### src/core/dppc_consts.svh
`ifndef DPPC_CONSTS_SVH
`define DPPC_CONSTS_SVH
// ----------------------------------------------------------------
// register selects on the internal bus
// ----------------------------------------------------------------
`define DPPC_SEL_P3_DATA 3'h0
`define DPPC_SEL_P3_DIR 3'h1
`define DPPC_SEL_P3_FSEL 3'h2
`define DPPC_SEL_P4_DATA 3'h3
`define DPPC_SEL_PULLUP 3'h4
// ----------------------------------------------------------------
// reset values and read answers
// ----------------------------------------------------------------
`define DPPC_PULLUP_RST 8'h00
`define DPPC_P3_DIR_RST 8'hff
`define DPPC_P3_FSEL_RST 8'h00
`define DPPC_LATCH_RST 8'h00
`define DPPC_DIR_READ 8'h00
`define DPPC_UNMAPPED_READ 8'h00
// ----------------------------------------------------------------
// pull-up option field layout
// ----------------------------------------------------------------
`define DPPC_PULLUP_MASK 8'h7c
`define DPPC_PU_P3_BIT 3
`define DPPC_PU_P4_BIT 4
// ----------------------------------------------------------------
// expansion mode codes and alternate pin capability
// ----------------------------------------------------------------
`define DPPC_MM_INPUT 3'h0
`define DPPC_MM_OUTPUT 3'h1
`define DPPC_MM_BUS 3'h7
`define DPPC_P3_ALT_OUT_CAP 8'hfe
`endif

### src/core/dppc_pkg.sv
package dppc_pkg;
  // ----------------------------------------------------------------
  // shared types
  // ----------------------------------------------------------------
  // one port byte
  typedef logic [7:0] dppc_byte_t;
  // second port operating mode
  typedef enum logic [1:0] {
    DPPC_P4_INPUT,
    DPPC_P4_OUTPUT,
    DPPC_P4_BUS
  } dppc_p4_mode_e;
endpackage : dppc_pkg

### src/core/dppc_pin_if.sv
`timescale 1ns/1ps
// ----------------------------------------------------------------
// register view handed from the control logic to a pin group
// ----------------------------------------------------------------
interface dppc_pin_if #(
  parameter int WIDTH = 8
);
  logic [WIDTH-1:0] latch;   // output latch
  logic [WIDTH-1:0] dir_in;  // 1 = pin is an input
  logic [WIDTH-1:0] fsel;    // 1 = pin handed to alternate / bus use
  logic pull_opt;            // port pull-up option bit
  logic [WIDTH-1:0] rd_val;  // value a port read returns
  modport regs (output latch, output dir_in, output fsel, output pull_opt, input rd_val);
  modport pins (input latch, input dir_in, input fsel, input pull_opt, output rd_val);
endinterface : dppc_pin_if

### src/core/dppc_p3_bank.sv
`timescale 1ns/1ps
`include "dppc_consts.svh"
// ----------------------------------------------------------------
// first port: per-pin direction, alternate function, pull-up
// ----------------------------------------------------------------
module dppc_p3_bank #(
  parameter int WIDTH = 8
) (
  // clock and reset
  input wire logic ref_clk_i,
  input wire logic sys_rst_i,
  // register view
  dppc_pin_if.pins regs,
  // pins
  input wire logic [WIDTH-1:0] p3_pin_i,
  output logic [WIDTH-1:0] p3_pin_o,
  output logic [WIDTH-1:0] p3_pin_oe_o,
  output logic [WIDTH-1:0] p3_pullup_o,
  // peripherals
  input wire logic [WIDTH-1:0] alt_out_i,
  input wire logic [WIDTH-1:0] alt_oe_i,
  output logic [WIDTH-1:0] alt_in_o
);
  localparam logic [WIDTH-1:0] ALT_CAP = WIDTH'(`DPPC_P3_ALT_OUT_CAP);
  logic [WIDTH-1:0] pin_meta; // first synchroniser stage only
  logic [WIDTH-1:0] pin_sync; // pin level safe to read

  // two-stage synchroniser for the pin levels
  always_ff @(posedge ref_clk_i) begin
    pin_meta <= p3_pin_i;
    pin_sync <= pin_meta;
  end

  assign alt_in_o = pin_sync;

  genvar n;
  generate
    for (n = 0; n < WIDTH; n++) begin : g_pin
      // drivers: registered so the pad sees clean levels
      always_ff @(posedge ref_clk_i) begin
        if (sys_rst_i) begin
          p3_pin_o[n] <= 1'b0;
          p3_pin_oe_o[n] <= 1'b0;
          p3_pullup_o[n] <= 1'b0;
        end else if (regs.fsel[n]) begin
          p3_pin_o[n] <= alt_out_i[n];
          p3_pin_oe_o[n] <= alt_oe_i[n] & ALT_CAP[n];
          p3_pullup_o[n] <= regs.dir_in[n];
        end else begin
          p3_pin_o[n] <= regs.latch[n];
          p3_pin_oe_o[n] <= ~regs.dir_in[n];
          p3_pullup_o[n] <= regs.pull_opt & regs.dir_in[n];
        end
      end
      // read-back per pin
      always_comb begin
        if (regs.fsel[n]) begin
          regs.rd_val[n] = regs.dir_in[n] ? pin_sync[n] : (ALT_CAP[n] & alt_out_i[n]);
        end else begin
          regs.rd_val[n] = regs.dir_in[n] ? pin_sync[n] : regs.latch[n];
        end
      end
    end
  endgenerate
endmodule : dppc_p3_bank

### src/core/dppc_p4_unit.sv
`timescale 1ns/1ps
// ----------------------------------------------------------------
// second port: whole-port direction or muxed address/data
// ----------------------------------------------------------------
module dppc_p4_unit #(
  parameter int WIDTH = 8
) (
  // clock and reset
  input wire logic ref_clk_i,
  input wire logic sys_rst_i,
  // register view; fsel all ones means bus mode
  dppc_pin_if.pins regs,
  // pins
  input wire logic [WIDTH-1:0] p4_pin_i,
  output logic [WIDTH-1:0] p4_pin_o,
  output logic [WIDTH-1:0] p4_pin_oe_o,
  output logic [WIDTH-1:0] p4_pullup_o,
  // external bus controller side
  input wire logic [WIDTH-1:0] ad_out_i,
  input wire logic ad_oe_i,
  output logic [WIDTH-1:0] ad_in_o
);
  logic [WIDTH-1:0] pin_meta; // first synchroniser stage only
  logic [WIDTH-1:0] pin_sync; // pin level safe to read

  // two-stage synchroniser for the pin levels
  always_ff @(posedge ref_clk_i) begin
    pin_meta <= p4_pin_i;
    pin_sync <= pin_meta;
  end

  assign ad_in_o = pin_sync;

  // registered pad drivers
  always_ff @(posedge ref_clk_i) begin
    if (sys_rst_i) begin
      p4_pin_o <= '0;
      p4_pin_oe_o <= '0;
      p4_pullup_o <= '0;
    end else begin
      // bus mode hands pins to the bus
      p4_pin_o <= regs.fsel[0] ? ad_out_i : regs.latch;
      p4_pin_oe_o <= regs.fsel[0] ? {WIDTH{ad_oe_i}} : ~regs.dir_in;
      p4_pullup_o <= {WIDTH{regs.pull_opt}};
    end
  end

  // read-back: pins unless the port drives its latch
  always_comb begin
    regs.rd_val = (regs.fsel[0] | regs.dir_in[0]) ? pin_sync : regs.latch;
  end
endmodule : dppc_p4_unit

### src/core/dppc_top.sv
`timescale 1ns/1ps
`include "dppc_consts.svh"
// What this block does
// - one direction bit per first-port pin
// - direction written by whole bytes, unreadable
// - output pin drives latch, latch holds
// - input pin reads level, latch still writable
// - byte-wide read-modify-write on first port
// - function-select bit routes pin to peripheral
// - alternate output read: pin or peripheral
// - alternate input read pin when direction 1
// - pull-up when option set and input
// - alternate pin pulled up unless direction 0
// - second port mode from mode bits, pin
// - second port switches direction as whole
// - bus mode uses second port automatically
// - reset: second port input, high-impedance
// - second port pull-ups all eight together
// - second port input-mode RMW may corrupt latch
// - pull-up option bits 6..2, reset 00
// - reset: first port all inputs
// - each first-port pin has own alternate
module dppc_top #(
  parameter int WIDTH = 8
) (
  // clock and reset
  input wire logic ref_clk_i,
  input wire logic sys_rst_i,
  // internal bus from the cpu core
  input wire logic [2:0] bus_sel_i,
  input wire logic bus_wr_i,
  input wire logic bus_rd_i,
  input wire logic bus_bitop_i,
  input wire logic [7:0] bus_wdata_i,
  output logic [7:0] bus_rdata_o,
  // memory expansion control
  input wire logic [2:0] memory_expansion_mode_i,
  input wire logic external_access_pin_i,
  // first port pins
  input wire logic [WIDTH-1:0] p3_pin_i,
  output logic [WIDTH-1:0] p3_pin_o,
  output logic [WIDTH-1:0] p3_pin_oe_o,
  output logic [WIDTH-1:0] p3_pullup_o,
  // first port peripheral side
  input wire logic [WIDTH-1:0] alt_out_i,
  input wire logic [WIDTH-1:0] alt_oe_i,
  output logic [WIDTH-1:0] alt_in_o,
  // second port pins
  input wire logic [WIDTH-1:0] p4_pin_i,
  output logic [WIDTH-1:0] p4_pin_o,
  output logic [WIDTH-1:0] p4_pin_oe_o,
  output logic [WIDTH-1:0] p4_pullup_o,
  // external bus controller side
  input wire logic [WIDTH-1:0] muxed_address_data_low_i,
  input wire logic muxed_address_data_low_oe_i,
  output logic [WIDTH-1:0] muxed_address_data_low_o,
  // status towards the rest of the chip
  output logic [7:0] pullup_option_o,
  output logic p4_bus_mode_o
);
  // ----------------------------------------------------------------
  // elaboration check
  // ----------------------------------------------------------------
  // the registers are bytes on the internal bus, so only eight pins fit
  generate
    if (WIDTH != 8) begin : g_bad_width
      $error("dppc_top: WIDTH must be 8");
    end
  endgenerate

  // ----------------------------------------------------------------
  // declarations
  // ----------------------------------------------------------------
  // first port output latch
  dppc_pkg::dppc_byte_t port3_latch;
  // first port direction, 1 = input
  dppc_pkg::dppc_byte_t port3_direction;
  // first port function select, 1 = alternate
  dppc_pkg::dppc_byte_t port3_function_select;
  // second port output latch
  dppc_pkg::dppc_byte_t port4_latch;
  // shared pull-up option register
  dppc_pkg::dppc_byte_t pullup_option;
  // second port operating mode
  dppc_pkg::dppc_p4_mode_e p4_mode;
  // mode decoded from the current inputs
  dppc_pkg::dppc_p4_mode_e next_p4_mode;
  // external-access pin synchroniser
  logic ea_meta;
  logic ea_sync;
  // per-register write strobes
  logic wr_p3_data;
  logic wr_p3_dir;
  logic wr_p3_fsel;
  logic wr_p4_data;
  logic wr_pullup;
  // carriers to the pin groups
  dppc_pin_if #(.WIDTH(WIDTH)) p3_if ();
  dppc_pin_if #(.WIDTH(WIDTH)) p4_if ();

  // ----------------------------------------------------------------
  // write decode
  // ----------------------------------------------------------------
  // one strobe per register; reads never change state here
  always_comb begin
    wr_p3_data = 1'b0;
    wr_p3_dir = 1'b0;
    wr_p3_fsel = 1'b0;
    wr_p4_data = 1'b0;
    wr_pullup = 1'b0;
    if (!bus_wr_i) begin
      // idle or read cycle: no strobe
      wr_p3_data = 1'b0;
    end else if (bus_sel_i == `DPPC_SEL_P3_DATA) begin
      wr_p3_data = 1'b1;
    end else if (bus_sel_i == `DPPC_SEL_P3_DIR) begin
      wr_p3_dir = ~bus_bitop_i;
    end else if (bus_sel_i == `DPPC_SEL_P3_FSEL) begin
      wr_p3_fsel = 1'b1;
    end else if (bus_sel_i == `DPPC_SEL_P4_DATA) begin
      // ignored while the bus owns the port
      wr_p4_data = (p4_mode != dppc_pkg::DPPC_P4_BUS);
    end else if (bus_sel_i == `DPPC_SEL_PULLUP) begin
      wr_pullup = 1'b1;
    end else begin
      // unmapped select: write dropped
      wr_pullup = 1'b0;
    end
  end

  // ----------------------------------------------------------------
  // first port registers
  // ----------------------------------------------------------------
  // output latch; the latch is data, its reset value is not promised
  always_ff @(posedge ref_clk_i) begin
    if (sys_rst_i) begin
      port3_latch <= `DPPC_LATCH_RST;
    end else if (wr_p3_data) begin
      // whole byte replaced on every write
      port3_latch <= bus_wdata_i;
    end
  end

  // direction register; reset makes every pin an input
  always_ff @(posedge ref_clk_i) begin
    if (sys_rst_i) begin
      port3_direction <= `DPPC_P3_DIR_RST;
    end else if (wr_p3_dir) begin
      port3_direction <= bus_wdata_i;
    end
  end

  // function select; every pin chooses on its own
  always_ff @(posedge ref_clk_i) begin
    if (sys_rst_i) begin
      port3_function_select <= `DPPC_P3_FSEL_RST;
    end else if (wr_p3_fsel) begin
      // each pin its own select bit
      port3_function_select <= bus_wdata_i;
    end
  end

  // ----------------------------------------------------------------
  // shared pull-up option register
  // ----------------------------------------------------------------
  // unimplemented bits stay zero so they read back as zero
  always_ff @(posedge ref_clk_i) begin
    if (sys_rst_i) begin
      pullup_option <= `DPPC_PULLUP_RST;
    end else if (wr_pullup) begin
      pullup_option <= bus_wdata_i & `DPPC_PULLUP_MASK;
    end
  end

  assign pullup_option_o = pullup_option;

  // ----------------------------------------------------------------
  // second port latch and mode
  // ----------------------------------------------------------------
  // latch keeps taking writes in input mode, shown once output
  always_ff @(posedge ref_clk_i) begin
    if (sys_rst_i) begin
      port4_latch <= `DPPC_LATCH_RST;
    end else if (wr_p4_data) begin
      // whole byte replaced, pins read back in input and bus mode
      port4_latch <= bus_wdata_i;
    end
  end

  // external-access pin comes from outside the clock domain
  always_ff @(posedge ref_clk_i) begin
    ea_meta <= external_access_pin_i;
    ea_sync <= ea_meta;
  end

  // mode decode; undocumented codes keep the port a safe input
  always_comb begin
    if (!ea_sync) begin
      next_p4_mode = dppc_pkg::DPPC_P4_BUS;
    end else begin
      case (memory_expansion_mode_i)
        `DPPC_MM_INPUT: next_p4_mode = dppc_pkg::DPPC_P4_INPUT;
        `DPPC_MM_OUTPUT: next_p4_mode = dppc_pkg::DPPC_P4_OUTPUT;
        `DPPC_MM_BUS: next_p4_mode = dppc_pkg::DPPC_P4_BUS;
        default: next_p4_mode = dppc_pkg::DPPC_P4_INPUT;
      endcase
    end
  end

  // mode register; reset wins over the decode
  always_ff @(posedge ref_clk_i) begin
    if (sys_rst_i) begin
      p4_mode <= dppc_pkg::DPPC_P4_INPUT;
    end else begin
      p4_mode <= next_p4_mode;
    end
  end

  assign p4_bus_mode_o = (p4_mode == dppc_pkg::DPPC_P4_BUS);

  // ----------------------------------------------------------------
  // carrier wiring
  // ----------------------------------------------------------------
  // first port view
  assign p3_if.latch = port3_latch;
  assign p3_if.dir_in = port3_direction;
  assign p3_if.fsel = port3_function_select;
  assign p3_if.pull_opt = pullup_option[`DPPC_PU_P3_BIT];

  // second port view; direction and bus flag fan out to all pins
  // one direction for the whole port
  assign p4_if.dir_in = {WIDTH{p4_mode == dppc_pkg::DPPC_P4_INPUT}};
  assign p4_if.fsel = {WIDTH{p4_mode == dppc_pkg::DPPC_P4_BUS}};
  assign p4_if.latch = port4_latch;
  assign p4_if.pull_opt = pullup_option[`DPPC_PU_P4_BIT];

  // ----------------------------------------------------------------
  // read-back
  // ----------------------------------------------------------------
  // combinational answer within the access; no read side effects
  always_comb begin
    bus_rdata_o = `DPPC_UNMAPPED_READ;
    if (!bus_rd_i) begin
      // idle: quiet bus
      bus_rdata_o = `DPPC_UNMAPPED_READ;
    end else if (bus_sel_i == `DPPC_SEL_P3_DATA) begin
      bus_rdata_o = p3_if.rd_val;
    end else if (bus_sel_i == `DPPC_SEL_P3_DIR) begin
      bus_rdata_o = `DPPC_DIR_READ;
    end else if (bus_sel_i == `DPPC_SEL_P3_FSEL) begin
      bus_rdata_o = port3_function_select;
    end else if (bus_sel_i == `DPPC_SEL_P4_DATA) begin
      bus_rdata_o = p4_if.rd_val;
    end else if (bus_sel_i == `DPPC_SEL_PULLUP) begin
      bus_rdata_o = pullup_option;
    end else begin
      bus_rdata_o = `DPPC_UNMAPPED_READ;
    end
  end

  // ----------------------------------------------------------------
  // pin groups
  // ----------------------------------------------------------------
  // first port: per-pin drivers, pull-ups and read-back
  dppc_p3_bank #(
    .WIDTH(WIDTH)
  ) u_p3_bank (
    .ref_clk_i(ref_clk_i),
    .sys_rst_i(sys_rst_i),
    .regs(p3_if.pins),
    .p3_pin_i(p3_pin_i),
    .p3_pin_o(p3_pin_o),
    .p3_pin_oe_o(p3_pin_oe_o),
    .p3_pullup_o(p3_pullup_o),
    .alt_out_i(alt_out_i),
    .alt_oe_i(alt_oe_i),
    .alt_in_o(alt_in_o)
  );

  // second port: whole-port drivers and bus multiplexing
  dppc_p4_unit #(
    .WIDTH(WIDTH)
  ) u_p4_unit (
    .ref_clk_i(ref_clk_i),
    .sys_rst_i(sys_rst_i),
    .regs(p4_if.pins),
    .p4_pin_i(p4_pin_i),
    .p4_pin_o(p4_pin_o),
    .p4_pin_oe_o(p4_pin_oe_o),
    .p4_pullup_o(p4_pullup_o),
    .ad_out_i(muxed_address_data_low_i),
    .ad_oe_i(muxed_address_data_low_oe_i),
    .ad_in_o(muxed_address_data_low_o)
  );
endmodule : dppc_top

### config.mk
export PLATFORM = sky130hd
export DESIGN_NAME = dppc_top
export DESIGN_NICKNAME = d
export VERILOG_FILES = /design/src/core/dppc_pkg.sv /design/src/core/dppc_pin_if.sv /design/src/core/dppc_p3_bank.sv /design/src/core/dppc_p4_unit.sv /design/src/core/dppc_top.sv
export VERILOG_INCLUDE_DIRS = /design/src /design/src/core
export SDC_FILE = /design/constraint.sdc
export NUM_CORES = 1
export LEC_CHECK = 0
export ABC_AREA = 1
export BUFFER_PORTS_ARGS = -buffer_cell sky130_fd_sc_hd__buf_2
export CAP_MARGIN = 20
export CORE_MARGIN = 2
export CORE_UTILIZATION = 51
export DETAILED_ROUTE_END_ITERATION = 7
export PLACE_DENSITY = 0.85
export SETUP_SLACK_MARGIN = 0.5
export SLEW_MARGIN = 20
export SYNTH_ARGS = -nofsm -noshare
export SYNTH_HDL_FRONTEND = slang
export SYNTH_HIERARCHICAL = 1
export SYNTH_SLANG_ARGS = --single-unit
### constraint.sdc
create_clock -name ref_clk_i -period 3.98 [get_ports ref_clk_i]
set_input_delay 0.398 -clock ref_clk_i [delete_from_list [all_inputs] [get_ports ref_clk_i]]
set_output_delay 0.398 -clock ref_clk_i [all_outputs]
set_load 0.03 [all_outputs]
# After elaboration in Yosys (flattened, before gate mapping)
# Cells that the tools add are included.
[word_totals] register_bits=114 latch_bits=0 ramBits=0 romBits=0 inputBits=61 word_cells=150 n_memories=0
[op_classes] add_sub_neg=0 mul=0 div_mod_pow=0 magnitude_cmp=0 eq_ne=8 shifts=0 n_mux=78 n_bitwise=20 reduce_logical=4
[ops] cell="$mux W1" n=67
[ops] cell="$mux W8" n=8
[ops] cell="$not A1 Y1" n=10
[ops] cell="$and A1 B1 Y1" n=8
[ops] cell="$not A8 Y8" n=1
[ops] cell="$mux W7" n=1
[ops] cell="$eq A3 B1 Y1 const B" n=2
[ops] cell="$eq A3 B2 Y1 const B" n=2
[ops] cell="$eq A3 B3 Y1 const B" n=2
[ops] cell="$pmux W2 S2" n=1
[ops] cell="$reduce_or A2 Y1" n=2
[ops] cell="$logic_not A3 Y1" n=1
[ops] cell="$eq A2 B2 Y1 const B" n=1
[ops] cell="$logic_not A2 Y1" n=1
[ops] cell="$mux W2" n=1
[ops] cell="$ne A2 B2 Y1 const B" n=1
[ops] cell="$or A1 B1 Y1" n=1

# Longest topological paths before layout
[depth] ltp_word=8 mapped_depth=11

# Cells and area by module
# Netlist, hierarchy kept.
[by_module_without_submodules] mod="dppc_top" n_inst=1 cells_per_inst=252 area_per_inst_um2=1815.5
[by_module_without_submodules] mod="dppc_p3_bank" n_inst=1 cells_per_inst=164 area_per_inst_um2=1330.0
[by_module_without_submodules] mod="dppc_p4_unit" n_inst=1 cells_per_inst=121 area_per_inst_um2=1126.1

# Least setup slack after synthesis
# OpenSTA, ideal clock, no wires.
[synth_timing] path_type="flip-flop to output port" start="register p4_mode[1]" end="output port bus_rdata_o[4]" arrival_ns=1.790 required_ns=3.582 path_slack_ns=1.792 path_stages_with_launch=10 path_buffers=0 cell_sequence="dfxtp_1 > nor2_1 > inv_2 > nand2_4 > nand2_1 > nand2_1 > nand4_1 > nand3_1 > nor2_1 > nor2_1"
[synth_between] elab_chain_len=8
[synth_lines] element="from (decl)" line="dppc_top.sv:85" text="dppc_pkg::dppc_p4_mode_e p4_mode;"
[synth_lines] element="from (signal assigned)" line="dppc_top.sv:213" text="p4_mode <= dppc_pkg::DPPC_P4_INPUT;"
[synth_lines] element="from (signal assigned)" line="dppc_top.sv:215" text="p4_mode <= next_p4_mode;"
[synth_lines] element="$logic_not A2 Y1" line="dppc_top.sv:232" text="assign p4_if.dir_in = {WIDTH{p4_mode == dppc_pkg::DPPC_P4_INPUT}};"
[synth_lines] element="net p4_if.dir_in[0]" line="dppc_pin_if.sv:9" text="logic [WIDTH-1:0] dir_in;"
[synth_lines] element="$or A1 B1 Y1" line="dppc_p4_unit.sv:50" text="regs.rd_val = (regs.fsel[0] | regs.dir_in[0]) ? pin_sync : regs.latch;"
[synth_lines] element="$mux W8" line="dppc_p4_unit.sv:50"
[synth_lines] element="net p4_if.rd_val[4]" line="dppc_pin_if.sv:12" text="logic [WIDTH-1:0] rd_val;"
[synth_lines] element="$mux W8" line="dppc_top.sv:252" text="end else if (bus_sel_i == `DPPC_SEL_P4_DATA) begin"
[synth_lines] element="$mux W8" line="dppc_top.sv:250" text="end else if (bus_sel_i == `DPPC_SEL_P3_FSEL) begin"
[synth_lines] element="$mux W8" line="dppc_top.sv:248" text="end else if (bus_sel_i == `DPPC_SEL_P3_DIR) begin"
[synth_lines] element="$mux W8" line="dppc_top.sv:246" text="end else if (bus_sel_i == `DPPC_SEL_P3_DATA) begin"
[synth_lines] element="$mux W8" line="dppc_top.sv:243" text="if (!bus_rd_i) begin"
[synth_lines] element="to (decl)" line="dppc_top.sv:35" text="output logic [7:0] bus_rdata_o,"
# The timed path passes the listed nets, and every way through them passes these cells.

# Worst setup path after layout
[layout_timing] start="register p4_mode[0]" end="output port bus_rdata_o[6]"
[layout_between] elab_chain_len=8
[layout_lines] element="$eq A2 B2 Y1 / $logic_not A2 Y1 (equally long branches)" line="dppc_top.sv:233, dppc_top.sv:232"
[layout_lines] element="$or A1 B1 Y1 (*)" line="dppc_p4_unit.sv:50"
[layout_lines] element="$mux W8 (*)" line="dppc_p4_unit.sv:50"
[layout_lines] element="net p4_if.rd_val[6]" line="dppc_pin_if.sv:12"
[layout_lines] element="$mux W8 (*)" line="dppc_top.sv:252"
[layout_lines] element="$mux W8 (*)" line="dppc_top.sv:250"
[layout_lines] element="$mux W8 (*)" line="dppc_top.sv:248"
[layout_lines] element="$mux W8 (*)" line="dppc_top.sv:246"
[layout_lines] element="$mux W8 (*)" line="dppc_top.sv:243"
# The timed path passes the listed nets; every way through them passes the cells marked *.

==> impl_metrics.ini <==
[floorplan]
dieArea_um2 = 9120
die-width_um = 95.5
start_util_pct = 52.2
ios = 142
dieHeight_um = 95.5
placementRows = 33
coreArea_um2 = 8180

[place]
placed_area_um2 = 4940
pre_cts_ws_ps = 1570
io_buffers = 137
hpwlAfterDp_um = 7680
gp_congestion = 0.881

[global_route]
track_usage_pct = 25.0
grt_pass1_vias = 3912
grt_pass1_wl_um = 17400
overflow = 0
grt_max_degree = 34
antenna_found_initial = 0

[power_and_ir_drop]
powerDensity_nw_per_um2 = 549
leakagePower_uw = 0.00294
irDropWorstVdd_mv = 0.425

[timing]
tns_ps = 0
setup-violations-final = 0
worst_slew_pin_slew_ps = 858
clock_skew_ps = 4.76
slew_headroom_pct = 42.6
fmax_ghz = 0.335
final_max_slew_viol_count = 0
min_period_ps = 2990
final_hold_viol_count = 0
rsz0062_at_grt = false
fin_ws_ps = 992
period_share_pct = 75.1

[setup_path]
path_max_fanout = 16
cp.required_ps = 3580
cp.arrival_ps = 2590
crit_type = flop to output port
startpoint_type = flop
r2r_cells = 6
worstSetupEndpointType = output port

[clocking]
cts.sinks = 114
cts_made_buffers = 17
ctsResizeCount = 0
cts_root_buf = clkbuf_8
clock_latency_ps = 510
clk_pin_slew_ps = 50
h-tree-depth = 4
clk_path_buf_depth = 2
cts_tree = built

[route]
ant_nets = 0
routed_wl_um = 11100
first_pass_iters = 5
dr.first_iter.drc_count = 176
wl_per_cell_um = 13.8
routed_via_density = 5.01
drc = 0
route.vias.total = 4044

[yosys]
netlist_area_um2 = 4270
syn_inst = 537
synth_ff_type = dfxtp_1
synth-seq-cells = 114
yosysTopAreaCellShare_pct = 53.4
yosysWarnings = 6
synth_common_cells = dfxtp_1 (114), nand2_1 (114), nor2_1 (96), inv_1 (48), nand3_1 (38)
synth_edf_count = 0
synth.largest_area_cell = dfxtp_1
async_flop_share_pct = 0
avgSynthCellArea_um2 = 7.95
synthTopCellsByArea = dfxtp_1 (53%), nand2_1 (10%), nor2_1 (8.4%)
yosysUniqueCellTypes = 27
yosysSeqAreaShare_pct = 53.4

[layout]
fin_area_um2 = 5770
n_antenna_cell = 0
drive_gt1_share_pct = 29.5
nFillCells = 632
area_delta_synth_final_pct = 35.0
fin_nets = 751

[min_path]
hold_depth = 2
hold_class = primary input to flop

[outcome]
status = complete, no violations

[flow_run]
drv_cap = 0
[critical path, stage by stage, from the launching register on]
cell and delay, ps:
dfxtp_1 300, inv_1 80, nand2_1 60, inv_1 440, inv_2 280, nand2_4 190
nand2_1 60, nand2_1 70, nand4_1 100, nand3_1 110, nor2_1 50, nor2_1 120
buf_2 220
[state kept, by name (all words and copies together), names as in the netlist]
signal	count
p3_if.dir_in	8
p3_if.fsel	8
p3_if.latch	8
p4_if.latch	8
u_p3_bank/alt_in_o	8
u_p3_bank/p3_pin_o	8
u_p3_bank/p3_pin_oe_o	8
u_p3_bank/p3_pullup_o	8
u_p3_bank/pin_meta	8
u_p4_unit/ad_in_o	8
u_p4_unit/p4_pin_o	8
u_p4_unit/p4_pin_oe_o	8
u_p4_unit/pin_meta	8
pullup_option_o	5
p4_mode	2
ea_meta	1
ea_sync	1
u_p4_unit/p4_pullup_o	1
[routing by layer]
| metal | GRT usage [%] | vias up | wire length [µm] |
|---|---|---|---|
| met5 | 0 | - | 0 |
| met4 | 11.7 | 0 | 152 |
| met3 | 8.38 | 17 | 926 |
| met2 | 42.8 | 166 | 5650 |
| met1 | 28.1 | 1879 | 4390 |
| li1 | - | 1982 | - |
[cell type report]
class / instances / area (µm²) / share of cell area (%)
Sequential cell: 114 / 2280 / 39.6
Multi-Input combinational cell: 343 / 1610 / 28.0
Clock buffer: 21 / 449 / 7.79
Timing Repair Buffer: 155 / 863 / 15.0
Tap cell: 105 / 131 / 2.28
Inverter: 59 / 221 / 3.84
Clock inverter: 10 / 205 / 3.56
[report_power, final]
part           switching (µW)  internal (µW)
sequential               23.7           1190
clock                     497           1170
combinational             195           92.4
[cells by family after synthesis]
kind of cell | after synthesis | synth area share (%)
other | 1 | 0.0878
flip-flops | 114 | 53.4
AO/OA/AOI/OAI | 57 | 7.47
AND/OR/NAND/NOR | 283 | 30.0
buffers and inverters | 82 | 8.99
[cells in the final DEF (no fill, tap or decap)]
cell,netlist,routed
dfxtp_1,114,114
o21ai_1,24,24
clkbuf_16,0,16
nor3_2,4,4
clkinv_2,0,2
a21oi_1,14,14
nor2_8,1,1
inv_2,11,11
clkbuf_8,0,3
nor2_1,96,96
buf_2,3,137
nand2_8,1,1
nand2_2,4,4
bufinv_16,0,6
nand3_1,38,38
clkbuf_1,3,2
nand4_1,10,10
nor3_1,5,5
buf_4,13,1
a21oi_2,9,9
nor2_2,1,1
o21ai_0,10,10
nor3_4,1,1
nand2_4,3,3
inv_1,48,48
conb_1,1,3
clkinvlp_4,0,2
nand2_1,114,114
nor2_4,4,4
dlygate4sd3_1,0,17
nand3_2,1,1
[timing repair]
item | CTS | global route
hold buffers | 17 | 0
buffers inserted | 0 | 0
hold endpoints to repair | 17 | 0
[final timing paths]
check                           startpoint                             endpoint  slack [ps]
min reg2reg  u_p3_bank/pin_meta[4]$_DFF_P_        u_p3_bank/alt_in_o[4]$_DFF_P_         320
max                  p4_mode[0]$_SDFF_PP0_                       bus_rdata_o[6]         990
min             memory_expansion_mode_i[1]                p4_mode[0]$_SDFF_PP0_          70
max reg2reg          p4_mode[0]$_SDFF_PP0_  u_p4_unit/p4_pin_oe_o[0]$_SDFF_PP0_        2440
[per-stage QoR]
step | hold slack (ps) | util [%] | instances | total power (µW)
6_report | 71.5 | 70.5 | 807 | 3170
5_1_grt | 59.7 | 70.5 | 807 | 3270
4_1_cts | 53.6 | 70.5 | 807 | 3180
3_5_place_dp | 313 | 60.4 | 759 | 1510
3_3_place_gp | 310 | 60.4 | 759 | 1500
2_1_floorplan | 310 | - | 539 | 1420
Power figures use the tool's default switching activity.
